$ cat config.mk
export PLATFORM = sky130hd
export DESIGN_NAME = rirq_top
export DESIGN_NICKNAME = d
export VERILOG_FILES = /design/src/rirq_pkg.sv /design/src/rirq_pin_if.sv /design/src/rirq_pin_drv.sv /design/src/rirq_top.sv
export VERILOG_INCLUDE_DIRS = /design/src /design/src/src
export SDC_FILE = /design/constraint.sdc
export NUM_CORES = 1
export LEC_CHECK = 0
export BUFFER_PORTS_ARGS = -buffer_cell sky130_fd_sc_hd__clkbuf_2
export CORE_ASPECT_RATIO = 0.6
export CORE_MARGIN = 4
export CORE_UTILIZATION = 40
export DETAILED_ROUTE_END_ITERATION = 6
export GPL_TIMING_DRIVEN = 0
export PLACE_DENSITY = 0.58
export SLEW_MARGIN = 40
export SYNTH_ARGS = -nofsm -noshare
export SYNTH_HDL_FRONTEND = slang
export SYNTH_SLANG_ARGS = --single-unit
$ cat constraint.sdc
create_clock -name core_clk_i -period 1.6 [get_ports core_clk_i]
set_input_delay 0.32 -clock core_clk_i [delete_from_list [all_inputs] [get_ports core_clk_i]]
set_output_delay 0.32 -clock core_clk_i [all_outputs]
set_load 0.1 [all_outputs]
$ cat src/rirq_cfg.svh
`ifndef RIRQ_CFG_SVH
`define RIRQ_CFG_SVH

// Register offsets on the register port
`define RIRQ_OFS_FLAGS_A    8'h06
`define RIRQ_OFS_FLAGS_B    8'h07
`define RIRQ_OFS_ENABLE_A   8'h08
`define RIRQ_OFS_ENABLE_B   8'h09

// Shared bit positions
`define RIRQ_BIT_SELECT     7
`define RIRQ_BIT_COMBINED   6

// Flag group a
`define RIRQ_BIT_HI_ALERT   6
`define RIRQ_BIT_LO_ALERT   5
`define RIRQ_BIT_CMD_DONE   4
`define RIRQ_BIT_TX_DONE    3
`define RIRQ_BIT_RX_DONE    2
`define RIRQ_BIT_ERROR      1
`define RIRQ_BIT_FRAME      0

// Flag group b
`define RIRQ_BIT_CARD       5
`define RIRQ_BIT_TIMER_TOP  4

// Enable group a / b control bits
`define RIRQ_BIT_POL_INV    7
`define RIRQ_BIT_PUSH_PULL  7
`define RIRQ_BIT_PIN_GATE   6

// Reset values
`define RIRQ_RST_FLAGS_A    7'h00
`define RIRQ_RST_FLAGS_B    6'h00
`define RIRQ_RST_ENABLE_A   8'h00
`define RIRQ_RST_ENABLE_B   8'h00
`define RIRQ_RST_RDATA      8'h00

`endif

$ cat src/rirq_pkg.sv
package rirq_pkg;

  typedef logic [7:0] rirq_byte_t;
  typedef logic [6:0] rirq_flags_a_t;
  typedef logic [5:0] rirq_flags_b_t;

  typedef enum logic [2:0] {
    RIRQ_SEL_NONE,
    RIRQ_SEL_FLAGS_A,
    RIRQ_SEL_FLAGS_B,
    RIRQ_SEL_ENABLE_A,
    RIRQ_SEL_ENABLE_B
  } rirq_sel_t;

endpackage

$ cat src/rirq_pin_if.sv
interface rirq_pin_if;
  logic req;
  logic gate;
  logic invert;
  logic push_pull;

  modport src (output req, output gate, output invert, output push_pull);
  modport drv (input req, input gate, input invert, input push_pull);
endinterface

$ cat src/rirq_pin_drv.sv
module rirq_pin_drv (
  input  wire logic core_clk_i,
  input  wire logic arst_n_i,
  rirq_pin_if.drv   ctl,
  output logic      pin_out_o,
  output logic      pin_oe_o
);
  logic level;
  logic pin_val;
  logic pin_out_nxt;
  logic pin_oe_nxt;
  logic pin_out_r;
  logic pin_oe_r;

  always_comb begin
    level   = ctl.req & ctl.gate;
    pin_val = level ^ ctl.invert;
    if (ctl.push_pull) begin
      pin_out_nxt = pin_val;
      pin_oe_nxt  = 1'b1;
    end else begin
      // Open drain only ever pulls low; the wire idles high externally
      pin_out_nxt = 1'b0;
      pin_oe_nxt  = ~pin_val;
    end
  end

  always_ff @(posedge core_clk_i or negedge arst_n_i) begin
    if (!arst_n_i) begin
      pin_out_r <= 1'b0;
      pin_oe_r  <= 1'b0;
    end else begin
      pin_out_r <= pin_out_nxt;
      pin_oe_r  <= pin_oe_nxt;
    end
  end

  assign pin_out_o = pin_out_r;
  assign pin_oe_o  = pin_oe_r;
endmodule

$ cat src/rirq_top.sv
// Function
// - Writing the second flag register with bit 7 high sets each flag in bits 5..0 written one.
// - Writing the second flag register with bit 7 low clears each flag in bits 5..0 written as one.
// - Bit 6 of the second flag register shows the combined request of all enabled active flags.
// - The card-detect flag in bit 5 is set when low-power card detection finds a card.
// - Each of the five timer flags, bit n for timer n, is set when that timer underflows.
// - Bit 7 of the first enable register high inverts the interrupt pin polarity.
// - Bits 6..0 of the first enable register gate the matching group-a flags onto the request.
// - Bits 5..0 of the second enable register gate card-detect and timer flags onto the request.
// - Bit 7 of the second enable register selects push-pull drive, else open drain.
// - The request reaches the pin only while bit 6 of the second enable register is high.
// - The first flag register uses the same bit 7 set or clear scheme for its bits 6..0.
// - The command-done flag is set when a command ends by itself or an unknown one reverts.
// - The high and low alert flags latch on a rising level status and hold until cleared.
module rirq_top
  import rirq_pkg::*;
(
  input  wire logic       core_clk_i,
  input  wire logic       arst_n_i,
  input  wire logic [7:0] reg_addr_i,
  input  wire logic [7:0] reg_wdata_i,
  input  wire logic       reg_wr_i,
  input  wire logic       reg_rd_i,
  output logic      [7:0] reg_rdata_o,
  output logic            reg_rvalid_o,
  input  wire logic       fifo_hi_level_i,
  input  wire logic       fifo_lo_level_i,
  input  wire logic       cmd_self_end_i,
  input  wire logic       cmd_unknown_i,
  input  wire logic       tx_done_i,
  input  wire logic       rx_end_i,
  input  wire logic       error_i,
  input  wire logic       frame_start_i,
  input  wire logic       card_found_i,
  input  wire logic [4:0] timer_underflow_i,
  output logic            irq_pin_o,
  output logic            irq_pin_oe_o
);
`include "rirq_cfg.svh"

  function automatic rirq_sel_t rirq_decode(input rirq_byte_t addr);
    rirq_sel_t sel;
    sel = RIRQ_SEL_NONE;
    if (addr == `RIRQ_OFS_FLAGS_A) begin
      sel = RIRQ_SEL_FLAGS_A;
    end else if (addr == `RIRQ_OFS_FLAGS_B) begin
      sel = RIRQ_SEL_FLAGS_B;
    end else if (addr == `RIRQ_OFS_ENABLE_A) begin
      sel = RIRQ_SEL_ENABLE_A;
    end else if (addr == `RIRQ_OFS_ENABLE_B) begin
      sel = RIRQ_SEL_ENABLE_B;
    end
    return sel;
  endfunction

  function automatic logic rirq_any_enabled(input rirq_flags_a_t fa, input rirq_flags_b_t fb,
                                            input rirq_byte_t ea, input rirq_byte_t eb);
    return (|(fa & ea[6:0])) | (|(fb & eb[5:0]));
  endfunction

  rirq_sel_t     wr_sel;
  rirq_sel_t     rd_sel;
  logic          sel_set;

  rirq_flags_a_t flags_a_r;
  rirq_flags_a_t flags_a_nxt;
  rirq_flags_b_t flags_b_r;
  rirq_flags_b_t flags_b_nxt;
  rirq_flags_a_t events_a;
  rirq_flags_b_t events_b;
  logic          hi_level_r;
  logic          lo_level_r;

  rirq_byte_t    enable_a_r;
  rirq_byte_t    enable_a_nxt;
  rirq_byte_t    enable_b_r;
  rirq_byte_t    enable_b_nxt;

  logic          combined_r;
  logic          combined_nxt;

  rirq_byte_t    rdata_r;
  rirq_byte_t    rdata_nxt;
  logic          rvalid_r;
  logic          rvalid_nxt;

  assign wr_sel  = rirq_decode(reg_addr_i);
  assign rd_sel  = wr_sel;
  assign sel_set = reg_wdata_i[`RIRQ_BIT_SELECT];

  // Event collection; alerts are edge triggered so a standing level cannot re-arm a cleared flag
  always_comb begin
    events_a = '0;
    events_a[`RIRQ_BIT_HI_ALERT] = fifo_hi_level_i & ~hi_level_r;
    events_a[`RIRQ_BIT_LO_ALERT] = fifo_lo_level_i & ~lo_level_r;
    events_a[`RIRQ_BIT_CMD_DONE] = cmd_self_end_i | cmd_unknown_i;
    events_a[`RIRQ_BIT_TX_DONE]  = tx_done_i;
    events_a[`RIRQ_BIT_RX_DONE]  = rx_end_i;
    events_a[`RIRQ_BIT_ERROR]    = error_i;
    events_a[`RIRQ_BIT_FRAME]    = frame_start_i;
    events_b = '0;
    events_b[`RIRQ_BIT_CARD] = card_found_i;
    events_b[`RIRQ_BIT_TIMER_TOP:0] = timer_underflow_i;
  end

  // Flag update: software set or clear first, hardware events OR in last so a set wins
  always_comb begin
    flags_a_nxt = flags_a_r;
    flags_b_nxt = flags_b_r;
    if (reg_wr_i && wr_sel == RIRQ_SEL_FLAGS_A) begin
      if (sel_set) begin
        flags_a_nxt = flags_a_r | reg_wdata_i[6:0];
      end else begin
        flags_a_nxt = flags_a_r & ~reg_wdata_i[6:0];
      end
    end
    if (reg_wr_i && wr_sel == RIRQ_SEL_FLAGS_B) begin
      if (sel_set) begin
        flags_b_nxt = flags_b_r | reg_wdata_i[5:0];
      end else begin
        flags_b_nxt = flags_b_r & ~reg_wdata_i[5:0];
      end
    end
    flags_a_nxt = flags_a_nxt | events_a;
    flags_b_nxt = flags_b_nxt | events_b;
  end

  always_ff @(posedge core_clk_i or negedge arst_n_i) begin
    if (!arst_n_i) begin
      flags_a_r  <= `RIRQ_RST_FLAGS_A;
      flags_b_r  <= `RIRQ_RST_FLAGS_B;
      hi_level_r <= 1'b0;
      lo_level_r <= 1'b0;
    end else begin
      flags_a_r  <= flags_a_nxt;
      flags_b_r  <= flags_b_nxt;
      hi_level_r <= fifo_hi_level_i;
      lo_level_r <= fifo_lo_level_i;
    end
  end

  // Enable registers
  always_comb begin
    enable_a_nxt = enable_a_r;
    enable_b_nxt = enable_b_r;
    if (reg_wr_i && wr_sel == RIRQ_SEL_ENABLE_A) begin
      enable_a_nxt = reg_wdata_i;
    end
    if (reg_wr_i && wr_sel == RIRQ_SEL_ENABLE_B) begin
      enable_b_nxt = reg_wdata_i;
    end
  end

  always_ff @(posedge core_clk_i or negedge arst_n_i) begin
    if (!arst_n_i) begin
      enable_a_r <= `RIRQ_RST_ENABLE_A;
      enable_b_r <= `RIRQ_RST_ENABLE_B;
    end else begin
      enable_a_r <= enable_a_nxt;
      enable_b_r <= enable_b_nxt;
    end
  end

  // Combined request, one cycle behind the flags it summarises
  always_comb begin
    combined_nxt = rirq_any_enabled(flags_a_r, flags_b_r, enable_a_r, enable_b_r);
  end

  always_ff @(posedge core_clk_i or negedge arst_n_i) begin
    if (!arst_n_i) begin
      combined_r <= 1'b0;
    end else begin
      combined_r <= combined_nxt;
    end
  end

  // Read port; select bits read back as zero since they are write-only
  always_comb begin
    rdata_nxt  = rdata_r;
    rvalid_nxt = reg_rd_i;
    if (reg_rd_i) begin
      if (rd_sel == RIRQ_SEL_FLAGS_A) begin
        rdata_nxt = {1'b0, flags_a_r};
      end else if (rd_sel == RIRQ_SEL_FLAGS_B) begin
        rdata_nxt = {1'b0, combined_r, flags_b_r};
      end else if (rd_sel == RIRQ_SEL_ENABLE_A) begin
        rdata_nxt = enable_a_r;
      end else if (rd_sel == RIRQ_SEL_ENABLE_B) begin
        rdata_nxt = enable_b_r;
      end else begin
        rdata_nxt = `RIRQ_RST_RDATA;
      end
    end
  end

  always_ff @(posedge core_clk_i or negedge arst_n_i) begin
    if (!arst_n_i) begin
      rdata_r  <= `RIRQ_RST_RDATA;
      rvalid_r <= 1'b0;
    end else begin
      rdata_r  <= rdata_nxt;
      rvalid_r <= rvalid_nxt;
    end
  end

  assign reg_rdata_o  = rdata_r;
  assign reg_rvalid_o = rvalid_r;

  rirq_pin_if pin_ctl ();

  assign pin_ctl.req       = combined_r;
  assign pin_ctl.gate      = enable_b_r[`RIRQ_BIT_PIN_GATE];
  assign pin_ctl.invert    = enable_a_r[`RIRQ_BIT_POL_INV];
  assign pin_ctl.push_pull = enable_b_r[`RIRQ_BIT_PUSH_PULL];

  rirq_pin_drv u_pin_drv (
    .core_clk_i (core_clk_i),
    .arst_n_i   (arst_n_i),
    .ctl        (pin_ctl),
    .pin_out_o  (irq_pin_o),
    .pin_oe_o   (irq_pin_oe_o)
  );

  logic wr_b;
  logic wr_a;
  logic rd_b;
  logic any_a_on;
  logic any_b_on;
  assign wr_b     = reg_wr_i && wr_sel == RIRQ_SEL_FLAGS_B;
  assign wr_a     = reg_wr_i && wr_sel == RIRQ_SEL_FLAGS_A;
  assign rd_b     = reg_rd_i && rd_sel == RIRQ_SEL_FLAGS_B;
  // Spelled out again so the checks do not lean on the function they guard
  assign any_a_on = |(flags_a_r & enable_a_r[6:0]);
  assign any_b_on = |(flags_b_r & enable_b_r[5:0]);
endmodule

==> reports/results.ini, run 1 <==
[sta]
relSlewSlack_pct = 61.4
finalCriticalPeriod_ps = 1560
hold_violations = 0
fin_tns_setup_ps = 0
skew_ps = 8.90
worst_pin_slew_ps = 580
whs_ps = 44.2
timing.final.max_slew_violations = 0
fin_crit_sh_pct = 97.5
fin_ws_ps = 39.6
fmax_mhz = 641
setup_violations = 0
rsz0062_at_grt = no

[logic_synthesis]
synth_seq_cells = 43
synth-xor-area-share_pct = 0.390
syn-cell-area_um2 = 2240
synth.distinct_cells = 39
yosysWarningCount = 0
seq_area_frac_synth_pct = 48.0
synth-simple-area-share_pct = 18.8
syn_inst = 204
synthFlopType = dfrtp_1
async_reset_ff_share_pct = 100
synth_compound_area_share_pct = 18.2
synth_mux_area_share_pct = 10.9
synth_edf_count = 0
synth_top_family_by_area = simple AND/OR/NAND/NOR gates
postSynthAreaPerCell_um2 = 11.0
synth-adder-area-share_pct = 0
synth_nets = 238

[worst_setup_path]
required_ps = 1780
start_kind = input pin
path_class = in -> reg
worstPathMaxFanout = 10
crit_path_end_kind = flip-flop
cp_data_arrival_time_ps = 1740

[floorplanning]
die-area_um2 = 6910
io_pins = 45
placementRows = 20
start_util_pct = 42.9
die_w_um = 105
die_h_um = 66.0
core_area_um2 = 5230

[global_routing]
grt_use_met2_pct = 26.8
gr-usage-all-layers_pct = 18.7
busiest_layer = met1
grt_use_met3_pct = 5.27
grt_first_pass_wirelength_um = 9940
grt_pass1_vias = 1849
grt_util_met1_pct = 28.3
grt_max_degree = 44
grt_overflow = 0
antenna_found_initial = 0

[finish]
final_cell_mix = 43 x dfrtp_1, 42 x clkbuf_2, 19 x mux2_2, 14 x nor2b_1, 12 x nand2_1
syn_to_final_growth_pct = 17.0
final_util_pct = 50.2
fillCellCount = 496
mostFrequentLayoutCell = dfrtp_1
num_antenna_cells = 0
final_area_um2 = 2620
post_route_cells_drive_above_1_share_pct = 31.2
nets = 286

[clock_tree]
cts_tree = built
cts_hold_buf = 0
post_cts_buffers = 0
htreeDepth = 2
cts_root_buf = clkbuf_8
clockBufferDepth = 2
cts_sinks = 43
clk_pin_slew_worst_paths_ps = 80
clock_latency_ps = 290
numCtsBuffers = 5

[run]
max_cap_violations = 0

[pwr]
leakage_nw = 1.11
power_density_nw_per_um2 = 812
ir_worst_vdd_mv = 0.296

[detailed_routing]
drc = 0
firstDrtPassIters = 4
viasPerCell = 5.80
drtAntennaViolNets = 0
drt-total-wl_um = 6060
routedWlPerCell_um = 19.0
drt_first_iter_violations = 88
via_count = 1849

[place]
post-place-ws_ps = -424
dpl_cell_area_um2 = 2540
place_congestion = 0.794
port_buffers = 42
place_hpwl_um = 4500

[hold_path]
hold_path_class = in -> async

[run_status]
outcome = completed

==> registers in the layout, indices dropped and copies added, names as in the netlist <==
| register | flops |
|---|---|
| flags_b_r | 6 |
| enable_a_r | 8 |
| reg_rvalid_o | 1 |
| hi_level_r | 1 |
| lo_level_r | 1 |
| enable_b_r | 8 |
| reg_rdata_o | 8 |
| u_pin_drv.pin_oe_o | 1 |
| combined_r | 1 |
| u_pin_drv.pin_out_o | 1 |
| flags_a_r | 7 |
==> cell families (layout without fill, tap and decap cells) <==
family,count (synthesis),count (layout)
buffers and inverters,20,69
flip-flops,43,43
AND/OR/NAND/NOR,65,65
multiplexers,22,22
AO/OA/AOI/OAI,53,53
XOR/XNOR,1,1
==> repair_timing <==
| item | CTS | global route |
|---|---|---|
| setup endpoints to repair | 16 | 16 |
| cloned | 0 | 0 |
| resized for setup | 1 | 2 |
==> path summary, 6_finish.rpt <==
path | start | endpoint | slack, ps | cells past startpoint
worst max-delay path | reg_addr_i[2] | enable_b_r[3] | 40 | 5
worst max register to register | flags_a_r[5] | reg_rdata_o[5] | 370 | 3
worst min-delay path | arst_n_i | flags_a_r[2] | 40 | 1
max in group asynchronous | arst_n_i | flags_a_r[3] | 1170 | 1
worst min register to register | lo_level_r | flags_a_r[5] | 510 | 2
min in group core_clk_i | fifo_lo_level_i | lo_level_r | 150 | 1
==> routing by layer <==
metal / part of all wire, % / vias up
met5: 0 / -
met4: 0.45 / 0
met3: 9.4 / 4
met2: 39 / 67
met1: 51 / 894
li1: - / 884
==> report_power, final <==
group / switching (mW) / total, mW / leakage [nW] / internal, mW
clock: 0.376 / 0.683 / 0.0422 / 0.307
sequential: 0.0230 / 1.14 / 0.516 / 1.12
combinational: 0.190 / 0.302 / 0.550 / 0.111
==> synthesized netlist by cell type, drive strengths merged (3+ instances only) <==
| library cell | instances | share of area (%) |
|---|---|---|
| a41oi | 8 | 3.1 |
| clkbuf | 9 | 1.5 |
| a2111oi | 6 | 2.3 |
| a21oi | 8 | 1.8 |
| nor4bb | 6 | 2.7 |
| dfrtp | 43 | 48 |
| mux2i | 3 | 1.3 |
| nand2 | 12 | 2.0 |
| nand4b | 4 | 1.6 |
| buf | 7 | 1.6 |
| a211oi | 6 | 2.0 |
| nor2b | 14 | 3.9 |
| nand3 | 3 | 0.89 |
| o31ai | 8 | 2.7 |
| mux2 | 19 | 9.5 |
| and2 | 6 | 1.7 |
| nand4 | 5 | 1.4 |
| inv | 4 | 0.67 |
| a22oi | 10 | 3.3 |
==> cell type report <==
cell class              count  area, um2  share of cell area (%)
multi-input cells         141       1090                    41.5
flip-flops and latches     43       1080                    41.0
repair buffers             42        213                    8.11
well taps                  66       82.6                    3.15
clock buffers               7       76.3                    2.91
plain buffers              15       67.6                    2.58
inverters                   4       15.0                   0.572
clock inverters             1       5.00                   0.191
==> worst max-delay path, stage by stage <==
cell	delay (ps)
clkbuf_2	120
nor3b_4	530
and3_1	230
buf_4	180
mux2_2	350
==> metrics by stage <==
stage	cells	total power, mW
global route	319	2.22
detailed placement	312	1.47
floorplan	204	1.34
finish	319	2.13
global placement	312	1.46
CTS	320	2.14
No activity file was read; power rests on OpenSTA's default activity.
==> run 2: changes to the inputs <==
--- a/config.mk
+++ b/config.mk
@@ -6,7 +6,8 @@
 export SDC_FILE = /design/constraint.sdc
 export NUM_CORES = 1
 export LEC_CHECK = 0
-export BUFFER_PORTS_ARGS = -buffer_cell sky130_fd_sc_hd__clkbuf_2
+export BUFFER_PORTS_ARGS = -buffer_cell sky130_fd_sc_hd__buf_2
+export CAP_MARGIN = 20
 export CORE_ASPECT_RATIO = 0.6
 export CORE_MARGIN = 4
 export CORE_UTILIZATION = 40
==> run 2 against run 1 <==
  * The flow now finishes with violations (negative hold slack)
  * Sequential share of layout area decreased by 0.33 points
  * Largest cell class unchanged
  * Clock skew is 4.5 ps lower
  * Clock power grew 21%
  * Combinational power about the same
  * Power increased by 6.7%
  * Global-route usage decreased by 0.16 points
  * Fmax is 2.5% higher
==> reports/results.ini, run 2 (same netlist as run 1, synthesis figures left out) <==
[place]
place_hpwl_um = 4470
port_buffers = 42
place_congestion = 0.795
dpl.cell_count = 312
dpl_cell_area_um2 = 2540

[detailed_routing]
firstDrtPassIters = 4
via_count = 1829
drt-total-wl_um = 6050
drtAntennaViolNets = 0
viasPerCell = 5.75
routedWlPerCell_um = 19.0
drt_first_iter_violations = 128
drc = 0

[hold_path]
hold_path_class = in -> async

[finish]
nets = 286
post_route_cells_drive_above_1_share_pct = 31.3
final_area_um2 = 2650
multi_input_area_um2 = 1090
final_cell_mix = 46 x buf_2, 43 x dfrtp_1, 19 x mux2_2, 14 x nor2b_1, 12 x nand2_1
mostFrequentLayoutCell = buf_2
num_antenna_cells = 0
fillCellCount = 501
stdcell_count = 318
seqCellArea_um2 = 1080
syn_to_final_growth_pct = 17.9

[sta]
whs_ps = -4.23
timing.final.max_slew_violations = 0
rsz0062_at_grt = no
setup_violations = 0
relSlewSlack_pct = 63.5
skew_ps = 4.36
finalCriticalPeriod_ps = 1520
hold_violations = 2
fin_crit_sh_pct = 95.2
fmax_mhz = 657
worst_pin_slew_ps = 548

[pwr]
leakage_nw = 1.12
power_density_nw_per_um2 = 859
power_mw = 2.27
ir_worst_vdd_mv = 0.310

[clock_tree]
clockBufferDepth = 2
cts_hold_buf = 0
htreeDepth = 2
clk_pin_slew_worst_paths_ps = 80
clock_latency_ps = 290
post_cts_buffers = 0
cts_sinks = 43
cts_tree = built
cts-resized-gates = 1
numCtsBuffers = 5
cts_root_buf = clkbuf_8

[worst_setup_path]
crit_path_top_delay_cell = nor3b_4
crit_path_end_kind = flip-flop
required_ps = 1780
start_kind = input pin
worstPathMaxFanout = 10
cpPeakStageDelay_ps = 480
cpLargestDelayFamily = simple AND/OR/NAND/NOR gates
path_class = in -> reg
worst-path-buf-inv = 2
crit_chain = buf_2 -> nor3b_4 -> and3_1 -> buf_4 -> mux2_2
cp-startpoint = reg_addr_i[2]
cp_data_arrival_time_ps = 1700
r2r-start = flags_a_r[5]

[run_status]
violations = negative hold slack
outcome = finished, violations left

[floorplanning]
die-area_um2 = 6910
start_util_pct = 42.9
die_h_um = 66.0
placementRows = 20
io_pins = 45
core_area_um2 = 5230
die_w_um = 105

[global_routing]
grt_overflow = 0
grt_pass1_vias = 1874
grt_first_pass_wirelength_um = 9800
grt_max_degree = 44
gr-usage-all-layers_pct = 18.6
antenna_found_initial = 0

[run]
max_cap_violations = 0

==> run 2: cell type report <==
cell class,count,share of cell area (%)
inverters,4,0.568
flip-flops and latches,43,40.7
well taps,66,3.12
multi-input cells,141,41.2
clock buffers,6,2.74
repair buffers,42,8.04
plain buffers,15,2.55
clock inverters,1,1.14
==> run 2: worst paths after layout <==
check	to	slack [ps]	depth (start not counted)
setup / recovery	enable_b_r[7]	80	5
hold / removal	flags_a_r[2]	-4	1
setup reg to reg	reg_rdata_o[5]	380	3
hold reg to reg	flags_a_r[5]	520	2
max in group asynchronous	flags_a_r[4]	1220	1
min in group core_clk_i	lo_level_r	150	1
==> run 2: routing by layer <==
metal	vias to the layer above	wire [um]	global-route usage, %
met5	-	0	0
met4	0	29	3.44
met3	4	500	4.20
met2	62	2480	27.6
met1	878	3040	27.8
li1	885	-	-
==> run 2: through the flow <==
| stage | utilization, % | setup WS (ps) | setup TNS, ps | hold slack [ps] |
|---|---|---|---|---|
| after global placement | 48.5 | -359 | -6010 | 452 |
| after floorplan | - | 12.4 | 0 | 24.4 |
| after global routing | 50.6 | 53.9 | 0 | 55.3 |
| final | 50.6 | 77.4 | 0 | -4.23 |
| after CTS | 50.6 | 26.5 | 0 | 31.3 |
| after detailed placement | 48.5 | -366 | -5960 | 342 |
==> run 2: worst register-to-register path, delay by kind of cell (launching register included) <==
family,cells,cell delay [ps]
compound gates,2,410
flops,1,410
mux,1,280
==> run 2: power by group <==
| group | internal, mW | switching [mW] | total [mW] |
|---|---|---|---|
| Combinational | 0.112 | 0.190 | 0.301 |
| Sequential | 1.12 | 0.0223 | 1.14 |
| Clock | 0.458 | 0.369 | 0.827 |
